<file path="src/pas_pkg.sv">
/*
  Constants and command types for the program addressing and stack block.
  Assumes one core clock domain; no software-visible register map.
*/
`default_nettype none
package pas_pkg;
  localparam int          PC_W        = 15;
  localparam int          STK_DEPTH   = 16;
  localparam int          STK_PTR_W   = 5;
  localparam int          FSR_W       = 16;
  localparam int          PM_W        = 14;
  localparam int          DADDR_W     = 12;
  localparam int          CTX_W       = 32;
  localparam int          INSTR_COUNT = 49;
  localparam logic [14:0] RESET_VEC   = 15'h0000;
  localparam logic [14:0] IRQ_VEC     = 15'h0004;
  localparam logic [14:0] PM_LAST     = 15'h07FF;
  localparam logic [14:0] HEF_FIRST   = 15'h0780;
  localparam int          HEF_BYTES   = 128;
  localparam int          FSR_PM_BIT  = 15;
  localparam logic [15:0] LIN_BASE    = 16'h2000;
  localparam logic [15:0] LIN_LAST    = 16'h29EF;
  localparam logic [15:0] GPR_PER_BNK = 16'h0050;
  localparam logic [15:0] GPR_OFFSET  = 16'h0020;
  localparam logic [15:0] FSR_RST     = 16'h0000;
  localparam logic [4:0]  PTR_RST     = 5'h00;

  typedef enum logic [2:0] {
    PAS_NONE, PAS_STEP, PAS_JUMP, PAS_CALL, PAS_RET, PAS_IRQ, PAS_RETFIE
  } pas_cmd_type;
endpackage
`default_nettype wire

</file>
<file path="src/pas_core.sv">
/*
  Program counter, return stack, indirect pointers and the program-memory
  read path of an 8-bit core.
  Assumes the instruction sequencer issues one command per cycle and holds
  off while ind_busy is high; program memory answers in the same cycle
  that pm_addr is presented.
*/
// Notes on behaviour
// - Return stack: 16 entries, 15 bits
// - Overflow and underflow set sticky flags
// - Optional reset on stack error
// - Two independent 16-bit indirect pointers
// - Pointers reach data and program memory
// - Program-memory indirect access adds one cycle
// - Linear view of general-purpose RAM
// - Program counter 15 bits, 32K words
// - Addresses above 07FFh wrap around
// - Reset vector 0000h, interrupt vector 0004h
// - Context shadowed on interrupt, restored on return
// - 128-byte high-endurance flash window
// - High endurance: low byte, 0780h-07FFh
// - Core executes 49 instructions
// - Pointer bit 15 selects program memory
// - Program read returns low eight bits
// - Indirect writes never touch program memory
`default_nettype none
module pas_core
  import pas_pkg::*;
(
  input  wire logic               clk,
  input  wire logic               arst_n,
  input  wire pas_cmd_type        cmd,
  input  wire logic [PC_W-1:0]    target,
  input  wire logic [CTX_W-1:0]   ctx_in,
  input  wire logic               stk_rst_en,
  input  wire logic               ovf_clr,
  input  wire logic               unf_clr,
  input  wire logic               fsr_wr,
  input  wire logic               fsr_sel,
  input  wire logic               fsr_hi,
  input  wire logic [7:0]         fsr_wbyte,
  input  wire logic               ind_rd,
  input  wire logic               ind_wr,
  input  wire logic               ind_sel,
  input  wire logic [7:0]         ind_wdata,
  input  wire logic [PM_W-1:0]    pm_rdata,
  output logic [PC_W-1:0]         fetch_addr,
  output logic                    stack_overflow_flag,
  output logic                    stack_underflow_flag,
  output logic                    sw_reset,
  output logic [FSR_W-1:0]        fsr0,
  output logic [FSR_W-1:0]        fsr1,
  output logic [CTX_W-1:0]        ctx_out,
  output logic                    ctx_restore,
  output logic [PC_W-1:0]         pm_addr,
  output logic                    ind_busy,
  output logic [7:0]              ind_rdata,
  output logic                    ind_valid,
  output logic                    hef_hit,
  output logic [DADDR_W-1:0]      data_addr,
  output logic                    data_rd,
  output logic                    data_wr,
  output logic [7:0]              data_wdata
);
  typedef enum logic {PAS_IDLE, PAS_PM_WAIT} pas_state_type;

  // Opcode space must leave room for the full instruction set
  localparam int OPS_NEEDED = INSTR_COUNT;

  logic [PC_W-1:0]    pc_q,  pc_d;
  logic [PC_W-1:0]    fa_q,  fa_d;
  logic               ovf_q, ovf_d;
  logic               unf_q, unf_d;
  logic               swr_q, swr_d;
  logic [FSR_W-1:0]   f0_q,  f0_d;
  logic [FSR_W-1:0]   f1_q,  f1_d;
  logic [FSR_W-1:0]   sf0_q, sf0_d;
  logic [FSR_W-1:0]   sf1_q, sf1_d;
  logic [CTX_W-1:0]   ctx_q, ctx_d;
  logic               rst_q, rst_d;
  pas_state_type      st_q,  st_d;
  logic [PC_W-1:0]    pma_q, pma_d;
  logic               bsy_q, bsy_d;
  logic [7:0]         rd_q,  rd_d;
  logic               vld_q, vld_d;
  logic               hef_q, hef_d;
  logic [DADDR_W-1:0] da_q,  da_d;
  logic               drd_q, drd_d;
  logic               dwr_q, dwr_d;
  logic [7:0]         dwd_q, dwd_d;

  logic               push, pop, ovf_ev, unf_ev;
  logic [PC_W-1:0]    push_data, stk_top;
  logic [FSR_W-1:0]   ptr;

  // ****************************************
  // Helpers
  // ****************************************
  // Only 2K words exist; upper address bits are simply dropped
  function automatic logic [PC_W-1:0] wrap(input logic [PC_W-1:0] a);
    return a & PM_LAST;
  endfunction

  // Linear window folds 80-byte GPR slices of banks 0-30 and a 64-byte slice of bank 31 together
  function automatic logic [DADDR_W-1:0] dmap(input logic [FSR_W-1:0] p);
    logic [FSR_W-1:0] off;
    logic [FSR_W-1:0] bnk;
    logic [FSR_W-1:0] low;
    off = p - LIN_BASE;
    bnk = off / GPR_PER_BNK;
    low = off % GPR_PER_BNK + GPR_OFFSET;
    if (p >= LIN_BASE && p <= LIN_LAST) begin
      return {bnk[4:0], low[6:0]};
    end
    return p[DADDR_W-1:0];
  endfunction

  // ****************************************
  // Return stack
  // ****************************************
  pas_stack pas_stack_i (
    .clk       (clk),
    .arst_n    (arst_n),
    .push      (push),
    .pop       (pop),
    .push_data (push_data),
    .top       (stk_top),
    .overflow  (ovf_ev),
    .underflow (unf_ev)
  );

  // ****************************************
  // Program counter and flags
  // ****************************************
  always_comb begin
    push      = 1'b0;
    pop       = 1'b0;
    push_data = pc_q + 15'h1;
    pc_d      = pc_q;
    ctx_d     = ctx_q;
    sf0_d     = sf0_q;
    sf1_d     = sf1_q;
    rst_d     = 1'b0;
    unique case (cmd)
      PAS_STEP: begin
        pc_d = pc_q + 15'h1;
      end
      PAS_JUMP: begin
        pc_d = target;
      end
      PAS_CALL: begin
        push = 1'b1;
        pc_d = target;
      end
      PAS_RET: begin
        pop  = 1'b1;
        pc_d = stk_top;
      end
      PAS_IRQ: begin
        push      = 1'b1;
        push_data = pc_q;
        pc_d      = IRQ_VEC;
        ctx_d     = ctx_in;
        sf0_d     = f0_q;
        sf1_d     = f1_q;
      end
      PAS_RETFIE: begin
        pop   = 1'b1;
        pc_d  = stk_top;
        rst_d = 1'b1;
      end
      default: begin
      end
    endcase
    fa_d  = wrap(pc_d);
    // A new event wins over a clear in the same cycle
    ovf_d = ovf_ev || (ovf_q && !ovf_clr);
    unf_d = unf_ev || (unf_q && !unf_clr);
    swr_d = stk_rst_en && (ovf_ev || unf_ev);
  end

  // ****************************************
  // Pointers and indirect access
  // ****************************************
  always_comb begin
    f0_d  = f0_q;
    f1_d  = f1_q;
    st_d  = st_q;
    pma_d = pma_q;
    bsy_d = 1'b0;
    rd_d  = rd_q;
    vld_d = 1'b0;
    hef_d = 1'b0;
    da_d  = da_q;
    drd_d = 1'b0;
    dwr_d = 1'b0;
    dwd_d = dwd_q;
    ptr   = ind_sel ? f1_q : f0_q;
    if (rst_q) begin
      f0_d = sf0_q;
      f1_d = sf1_q;
    end else if (fsr_wr) begin
      if (fsr_sel) begin
        if (fsr_hi) f1_d[15:8] = fsr_wbyte;
        else        f1_d[7:0]  = fsr_wbyte;
      end else begin
        if (fsr_hi) f0_d[15:8] = fsr_wbyte;
        else        f0_d[7:0]  = fsr_wbyte;
      end
    end
    unique case (st_q)
      PAS_IDLE: begin
        if (ind_rd && ptr[FSR_PM_BIT]) begin
          pma_d = wrap(ptr[PC_W-1:0]);
          bsy_d = 1'b1;
          st_d  = PAS_PM_WAIT;
        end else if (ind_rd) begin
          da_d  = dmap(ptr);
          drd_d = 1'b1;
        end else if (ind_wr && !ptr[FSR_PM_BIT]) begin
          da_d  = dmap(ptr);
          dwr_d = 1'b1;
          dwd_d = ind_wdata;
        end
      end
      PAS_PM_WAIT: begin
        rd_d  = pm_rdata[7:0];
        vld_d = 1'b1;
        // Only the low byte of the top 128 words is high endurance
        hef_d = (pma_q >= HEF_FIRST);
        st_d  = PAS_IDLE;
      end
    endcase
  end

  // ****************************************
  // Registers
  // ****************************************
  always_ff @(posedge clk or negedge arst_n) begin
    if (!arst_n) begin
      pc_q  <= RESET_VEC;
      fa_q  <= RESET_VEC;
      ovf_q <= 1'b0;
      unf_q <= 1'b0;
      swr_q <= 1'b0;
      ctx_q <= '0;
      sf0_q <= FSR_RST;
      sf1_q <= FSR_RST;
      rst_q <= 1'b0;
      f0_q  <= FSR_RST;
      f1_q  <= FSR_RST;
      st_q  <= PAS_IDLE;
      pma_q <= RESET_VEC;
      bsy_q <= 1'b0;
      rd_q  <= 8'h00;
      vld_q <= 1'b0;
      hef_q <= 1'b0;
      da_q  <= '0;
      drd_q <= 1'b0;
      dwr_q <= 1'b0;
      dwd_q <= 8'h00;
    end else begin
      pc_q  <= pc_d;
      fa_q  <= fa_d;
      ovf_q <= ovf_d;
      unf_q <= unf_d;
      swr_q <= swr_d;
      ctx_q <= ctx_d;
      sf0_q <= sf0_d;
      sf1_q <= sf1_d;
      rst_q <= rst_d;
      f0_q  <= f0_d;
      f1_q  <= f1_d;
      st_q  <= st_d;
      pma_q <= pma_d;
      bsy_q <= bsy_d;
      rd_q  <= rd_d;
      vld_q <= vld_d;
      hef_q <= hef_d;
      da_q  <= da_d;
      drd_q <= drd_d;
      dwr_q <= dwr_d;
      dwd_q <= dwd_d;
    end
  end

  assign fetch_addr           = fa_q;
  assign stack_overflow_flag  = ovf_q;
  assign stack_underflow_flag = unf_q;
  assign sw_reset             = swr_q;
  assign fsr0                 = f0_q;
  assign fsr1                 = f1_q;
  assign ctx_out              = ctx_q;
  assign ctx_restore          = rst_q;
  assign pm_addr              = pma_q;
  assign ind_busy             = bsy_q;
  assign ind_rdata            = rd_q;
  assign ind_valid            = vld_q;
  assign hef_hit              = hef_q;
  assign data_addr            = da_q;
  assign data_rd              = drd_q;
  assign data_wr              = dwr_q;
  assign data_wdata           = dwd_q;
endmodule
`default_nettype wire

</file>
<file path="src/pas_stack.sv">
/*
  Return-address stack: 16 entries of 15 bits held in flip-flops.
  Assumes push and pop are never asked in the same cycle.
*/
`default_nettype none
module pas_stack
  import pas_pkg::*;
(
  input  wire logic            clk,
  input  wire logic            arst_n,
  input  wire logic            push,
  input  wire logic            pop,
  input  wire logic [PC_W-1:0] push_data,
  output var  logic [PC_W-1:0] top,
  output var  logic            overflow,
  output var  logic            underflow
);
  logic [PC_W-1:0]      mem_q [STK_DEPTH];
  logic [PC_W-1:0]      mem_d [STK_DEPTH];
  logic [STK_PTR_W-1:0] cnt_q;
  logic [STK_PTR_W-1:0] cnt_d;

  // ****************************************
  // Next state
  // ****************************************
  always_comb begin
    cnt_d     = cnt_q;
    overflow  = push && (cnt_q == STK_PTR_W'(STK_DEPTH));
    underflow = pop && (cnt_q == '0);
    // Full pushes are dropped so the older return addresses survive
    if (push && !overflow) begin
      cnt_d = cnt_q + 5'h1;
    end else if (pop && !underflow) begin
      cnt_d = cnt_q - 5'h1;
    end
    top = (cnt_q == '0) ? RESET_VEC : mem_q[4'(cnt_q - 5'h1)];
  end

  for (genvar i = 0; i < STK_DEPTH; i++) begin : g_ent
    always_comb begin
      mem_d[i] = mem_q[i];
      if (push && !overflow && (cnt_q == STK_PTR_W'(i))) begin
        mem_d[i] = push_data;
      end
    end
    always_ff @(posedge clk or negedge arst_n) begin
      if (!arst_n) begin
        mem_q[i] <= RESET_VEC;
      end else begin
        mem_q[i] <= mem_d[i];
      end
    end
  end

  // ****************************************
  // Registers
  // ****************************************
  always_ff @(posedge clk or negedge arst_n) begin
    if (!arst_n) begin
      cnt_q <= PTR_RST;
    end else begin
      cnt_q <= cnt_d;
    end
  end
endmodule
`default_nettype wire

</file>
<file path="config.mk">
export PLATFORM = sky130hd
export DESIGN_NAME = pas_core
export DESIGN_NICKNAME = d
export VERILOG_FILES = /design/src/pas_pkg.sv /design/src/pas_core.sv /design/src/pas_stack.sv
export SDC_FILE = /design/constraint.sdc
export NUM_CORES = 1
export LEC_CHECK = 0
export ABC_AREA = 0
export BUFFER_PORTS_ARGS = -buffer_cell sky130_fd_sc_hd__clkbuf_2
export CAP_MARGIN = 15
export CORE_MARGIN = 4
export CORE_UTILIZATION = 30
export CTS_BUF_LIST = sky130_fd_sc_hd__clkbuf_16
export DETAILED_ROUTE_END_ITERATION = 10
export PLACE_DENSITY = 0.49
export SLEW_MARGIN = 20
export SYNTH_ARGS = -nofsm -noshare
export SYNTH_HDL_FRONTEND = slang
export SYNTH_SLANG_ARGS = --single-unit
export TNS_END_PERCENT = 5
</file>
<file path="constraint.sdc">
create_clock -name clk -period 18.1 [get_ports clk]
set_input_delay 0.905 -clock clk [delete_from_list [all_inputs] [get_ports clk]]
set_output_delay 0.905 -clock clk [all_outputs]
set_load 0.03 [all_outputs]
</file>
==> impl_metrics.tcl, run 1 <==
set metrics [dict create \
    status "completed" \
    synth_seq_cells 336 \
    comb_power_share_pct 50.5 \
    fp.dieW_um 248 \
    cts_tree "yes" \
    crit_path_max_incr_delay_ns 0.61 \
    grt_pass1_wl_mm 79.3 \
    multi_input_area_um2 8260 \
    placed_cells 2600 \
    dieArea_um2 61300 \
    async_flop_share_pct 100 \
    drtIter0Drc 961 \
    synth_warnings 0 \
    clk_pin_slew_ns 0.06 \
    cts_buffer_depth 3 \
    yosysSeqAreaShare_pct 48.8 \
    synthMuxAreaShare_pct 14.5 \
    ys.flop_type "dfrtp_1" \
    gr-total-overflow 0 \
    gp_congestion 0.863 \
    firstDrtPassIters 5 \
    syn_area_um2 17200 \
    rows 87 \
    start_kind "input pin" \
    ir_drop_mv 0.0792 \
    num_vias 13800 \
    worst_pin_slew_ns 1.00 \
    switching_share_pct 44.7 \
    clkSinkCount 336 \
    wl_per_cell_um 19.0 \
    max_cap_violations 0 \
    final-seq-area_um2 8410 \
    grt_pass1_vias 13400 \
    power.leakage_nw 9.03 \
    holdBufCountCts 0 \
    top_layer_used "met4" \
    clk_latency_ns 0.56 \
    slew_violations 0 \
    ctsHtreeMaxLevel 2 \
    drive_gt1_share_pct 25.1 \
    critPathTopFamily "compound AO/OA/AOI/OAI gates" \
    wl_met3_mm 2.85 \
    final_util_pct 35.8 \
    cts_resized 0 \
    period_needed_ns 8.10 \
    start_util_pct 30.4 \
    wl_met1_mm 23.6 \
    grt_max_degree 162 \
    synth_xor_xnor_area_share_pct 1.42 \
    route.met2.wl_mm 23.1 \
    synth_edf_count 0 \
    nets 1987 \
    rsz0062_at_grt "no" \
    post_cts_buffers 0 \
    cp.buffers_inverters 3 \
    routed_wl_mm 50.8 \
    crit_path_end_kind "flop" \
    crit_required_ns 18.57 \
    skew_ns 0.0182 \
    synth-compound-area-share_pct 16.5 \
    ios 222 \
    final.fill_count 5691 \
    power.density_nw_per_um2 192 \
    synth_area_per_cell_um2 10.0 \
    hold_viol 0 \
    min_path_type "input pin to asynchronous set/reset pin" \
    dpl.hpwl_mm 34.6 \
    io_buffers 203 \
    power_frac_seq_pct 30.6 \
    core_area_um2 56600 \
    p_total_mw 3.88 \
    fp.dieH_um 248 \
    synth_top_family_by_area "compound AO/OA/AOI/OAI gates" \
    syn_to_final_growth_pct 17.6 \
    yosys.area_share.simple_pct 14.4 \
    antenna_found_initial 0 \
    max_clock_freq_ghz 0.123 \
    critical_path_arrival_ns 8.58 \
    ant_nets 0 \
    power.net_switching_mw 1.73 \
    avgViaCountPerCell 5.16 \
    fin_cells 2671 \
    path_max_fanout 36 \
    slew_headroom_pct 33.1 \
    drc 0 \
    slowest_stage "o211ai_1" \
    p_clk_share_pct 18.9 \
    period_share_pct 44.8 \
    antenna_cells 0 \
    grt_usage_pct 16.3 \
    setup_tns_ns 0 \
    finalSetupViolCount 0 \
    synthAdderAreaFrac_pct 0.654 \
    syn_inst 1717 \
    path_class "input pin to flop" \
    ys_types 90 \
    numCtsBuffers 41 \
    cts.root.buffer_cell "clkbuf_16" \
    p_int_mw 2.15 \
]
==> per-layer routing <==
layer	global-route usage, %	up-vias
li1	-	6514
met1	23.4	6804
met2	25.4	397
met3	2.94	64
met4	4.50	0
met5	0	-
==> per-stage QoR <==
step / setup slack, ns / area [µm²] / hold WS, ns
after floorplan: 10.57 / 17300 / 0.444
after global placement: 9.59 / 19100 / 0.457
after detailed placement: 9.52 / 19100 / 0.469
after CTS: 10.13 / 20300 / 0.407
after global routing: 9.32 / 20300 / 0.460
final: 10.0 / 20300 / 0.407
==> sequential cells by signal (all words and copies together), names as in the netlist, 5 cells and up <==
name / cells
ctx_out: 32
data_addr: 12
data_wdata: 8
fsr0: 16
fsr1: 16
ind_rdata: 8
pas_stack_i.cnt_q: 5
pas_stack_i.mem_q: 176
pc_q: 11
pm_addr: 11
sf0_q: 16
sf1_q: 16
==> synthesized netlist by cell type (14+ instances only) <==
| cell type | n | area, µm² |
|---|---|---|
| a21oi_1 | 196 | 981 |
| nor2b_1 | 14 | 87.6 |
| mux4_2 | 44 | 991 |
| a31oi_1 | 17 | 106 |
| xnor2_1 | 14 | 123 |
| inv_1 | 27 | 101 |
| clkbuf_1 | 99 | 372 |
| and3_1 | 15 | 93.8 |
| mux2_2 | 89 | 1000 |
| dfrtp_1 | 336 | 8410 |
| nand2_1 | 171 | 642 |
| nand3_1 | 29 | 145 |
| o21ai_0 | 117 | 586 |
| nor2_1 | 197 | 739 |
| nor3_1 | 33 | 165 |
| o22ai_1 | 15 | 93.8 |
| mux2i_1 | 43 | 430 |
==> area by class of cell <==
type	instances	area share, %
repair buffers	247	6.77
inverters	27	0.500
clock buffers	41	5.06
flip-flops and latches	336	41.5
well taps	756	4.67
clock inverters	30	0.741
multi-input cells	1234	40.7
==> worst reg2reg max path, cell delays in order (launching register included) <==
cell and delay (ns):
dfrtp_1 0.45, mux2_2 0.36, inv_1 0.21, ha_1 0.40, nand2_1 0.09, mux2i_1 0.32, and4bb_4 0.33, o2111a_2 0.28
or2_1 0.49, a21oi_1 0.14, o211ai_1 0.61, or2_1 0.43, a31oi_1 0.21, and3_1 0.33, nand2_2 0.21, mux2i_4 0.39
nand4_2 0.19, a211o_1 0.33, or4_4 0.60, a21oi_2 0.20, o211ai_2 0.19, a21o_1 0.25, a2111o_1 0.36, o211ai_1 0.10
==> power by group through the flow <==
stage               Sequential (mW)  Clock (mW)  Combinational (mW)
global route                   1.22       0.792                2.14
global placement               1.19           0                1.93
CTS                            1.19       0.765                1.95
floorplan                      1.28           0                1.32
detailed placement             1.20           0                1.95
finish                         1.19       0.733                1.96
==> cells in the final DEF, fill, tap and decap left out, drive strengths merged, types with 9 or more instances in the layout <==
cell type and instances:
dfrtp 336, clkbuf 243, a21oi 200, nor2 198
nand2 173, o21ai 123, mux2 90, mux2i 46
buf 45, mux4 44, inv 37, nor3 35
nand3 29, a31oi 18, clkinv 18, o22ai 15
and3 15, nor2b 15, a211oi 14, xnor2 14
nor4 13, xor2 13, nand2b 12, o211ai 12
and2 11, nand4 10, o31ai 10, ha 9
==> final timing paths <==
| path | startpoint | endpoint | slack [ns] | cells past startpoint |
|---|---|---|---|---|
| min in group clk | pas_stack_i.mem_q[5] | pas_stack_i.mem_q[5] | 0.47 | 2 |
| max reg2reg | fsr1[13] | data_addr[5] | 10.54 | 23 |
| max | ind_sel | data_addr[5] | 10.0 | 25 |
| max in group asynchronous | arst_n | ctx_out[10] | 16.30 | 2 |
| min | arst_n | pas_stack_i.mem_q[54] | 0.41 | 1 |
| min reg2reg | pas_stack_i.mem_q[5] | pas_stack_i.mem_q[5] | 0.47 | 2 |
==> cells by family (layout without fill, tap and decap cells) <==
family | after synthesis | in the layout
buffers and inverters | 154 | 345
other | 1 | 8
adder cells (fa/ha/maj) | 9 | 9
AO/OA/AOI/OAI | 469 | 469
flip-flops | 336 | 336
AND/OR/NAND/NOR | 541 | 541
multiplexers | 180 | 180
XOR/XNOR | 27 | 27
No activity file was read; power rests on OpenSTA's default activity.
==> run 2: changes to the inputs <==
- clock period: 18.1 -> 8.15 ns (I/O delays scaled with it)
==> run 2 against run 1 <==
Power is 120% higher. Sequential power grew 120%. Cell area rose by 0.92%. Cell count up 0.34%. First-iteration DRC count down 11%. Register-to-register slack lost 9.8 ns. Worst hold slack lost 0.35 ns. Clock power grew 140%. Clock-buffer cell count is 1 higher. Critical path type is now flop to flop. Highest routed layer unchanged. Combinational power increased by 120%. Routed wire length shrank 1.6%.
==> impl_metrics.tcl, run 2 (synthesized netlist as in run 1, its figures left out) <==
set metrics [dict create \
    nets 1994 \
    gp_congestion 0.858 \
    critical_path_arrival_ns 7.87 \
    min_path_type "input pin to flop" \
    clkSinkCount 336 \
    drtIter0Drc 855 \
    max_cap_violations 0 \
    final_common_cell "dfrtp_1" \
    place_ws_ns 0.664 \
    top_register "pas_stack_i.mem_q" \
    slew_headroom_pct 39.4 \
    routed_wl_mm 50.0 \
    drc 0 \
    dpl_cell_area_um2 19100 \
    grt_pass1_wl_mm 78.7 \
    finalSetupViolCount 0 \
    rsz0062_at_grt "no" \
    ir_drop_mv 0.230 \
    final_area_um2 20500 \
    power.leakage_nw 9.11 \
    wl_per_cell_um 18.6 \
    period_share_pct 90.8 \
    ant_nets 0 \
    drive_gt1_share_pct 25.1 \
    start_util_pct 30.4 \
    grt_pass1_vias 13700 \
    cts_tree "yes" \
    ctsHtreeMaxLevel 2 \
    io_buffers 203 \
    status "completed" \
    final_util_pct 36.1 \
    dieArea_um2 61300 \
    cts.root.buffer_cell "clkbuf_16" \
    grt_max_degree 161 \
    setup_tns_ns 0 \
    fp.dieW_um 248 \
    mostFrequentLayoutCells "335 x dfrtp_1, 202 x clkbuf_2, 197 x nor2_1, 196 x a21oi_1, 170 x nand2_1" \
    firstDrtPassIters 5 \
    antenna_found_initial 0 \
    hold_start "ind_wdata[0]" \
    ios 222 \
    cts_buffer_depth 3 \
    core_area_um2 56600 \
    period_needed_ns 7.40 \
    grt_usage_pct 16.1 \
    fin_ws_ns 0.750 \
    clk_latency_ns 0.58 \
    hold_viol 0 \
    power.density_nw_per_um2 427 \
    slew_violations 0 \
    crit_path_end_kind "flop" \
    numCtsBuffers 42 \
    largest_reg_flops 176 \
    worst_pin_slew_ns 0.884 \
    num_vias 13600 \
    rows 87 \
    avgViaCountPerCell 5.08 \
    r2r_start "fsr0[13]" \
    fp.dieH_um 248 \
    antenna_cells 0 \
    max_clock_freq_ghz 0.135 \
    path_class "flop to flop" \
    cp-startpoint "fsr0[13]" \
    dpl.hpwl_mm 34.5 \
    clk_pin_slew_ns 0.06 \
    skew_ns 0.0295 \
    start_kind "flop" \
    syn_to_final_growth_pct 18.7 \
    gr-total-overflow 0 \
    path_max_fanout 16 \
    crit_required_ns 8.62 \
]
==> run 2: cell types whose count changed in the layout (fill, tap and decap cells not counted), moves of 2 or more <==
cell	delta
buf_4	+2
bufinv_16	+2
clkinv_1	+3
clkinv_2	-6
dlygate4sd3_1	+3
==> run 2: critical path, stage by stage, from the launching register on <==
cell and delay (ns):
dfrtp_1 0.43, mux2_2 0.35, inv_1 0.21, ha_1 0.37, nand2_1 0.08, mux2i_1 0.31, and4bb_4 0.32, o2111a_2 0.27
or2_1 0.49, o32ai_1 0.20, a221oi_1 0.50, o21ai_1 0.27, a221oi_2 0.36, and3_1 0.40, a31oi_1 0.19, o211ai_1 0.36
nand4_2 0.18, a211o_1 0.32, or4_4 0.60, a21oi_2 0.20, o211ai_2 0.17, a21o_1 0.25, a2111o_1 0.36, o211ai_1 0.10
==> run 2: what timing repair did <==
action	4_1_cts	5_1_grt
hold buffers	3	0
hold endpoints to repair	100	0
buffers inserted	0	0
resized for setup	0	0
==> run 2: per-stage QoR <==
step                      cells  hold WS (ns)  total power [mW]
final                      2680        0.0610              8.73
after global routing       2680        0.0246              9.36
after CTS                  2679        0.0154              8.80
after detailed placement   2602         0.468              6.98
after global placement     2602         0.458              6.91
after floorplan            1724         0.112              5.78
==> run 2: layer usage <==
layer / share of wire [%] / GRT usage (%) / up-vias
li1: - / - / 6528
met1: 47 / 22.7 / 6667
met2: 46 / 25.6 / 337
met3: 4.7 / 2.80 / 79
met4: 2.7 / 4.83 / 0
met5: 0 / 0 / -
==> run 2: power breakdown <==
group          internal, mW  switching (mW)  total (mW)
sequential             2.23           0.412        2.65
combinational          1.63            2.70        4.32
clock                  1.01           0.746        1.76
==> run 2: area by class of cell <==
type	count	area [µm²]
fillers	5749	36200
flip-flops and latches	336	8410
multi-input cells	1234	8240
repair buffers	253	1450
clock buffers	42	1050
well taps	756	946
clock inverters	32	253
inverters	27	101
==> run 2: worst paths after layout <==
check	end	slack, ns	depth (start not counted)
max reg2reg	data_addr[5]	0.75	23
min in group asynchronous	pas_stack_i.mem_q[60]	0.47	2
min	data_wdata[0]	0.06	2
min reg2reg	pas_stack_i.mem_q[210]	0.48	2
max in group asynchronous	data_addr[5]	6.27	3
max	data_addr[5]	0.75	23
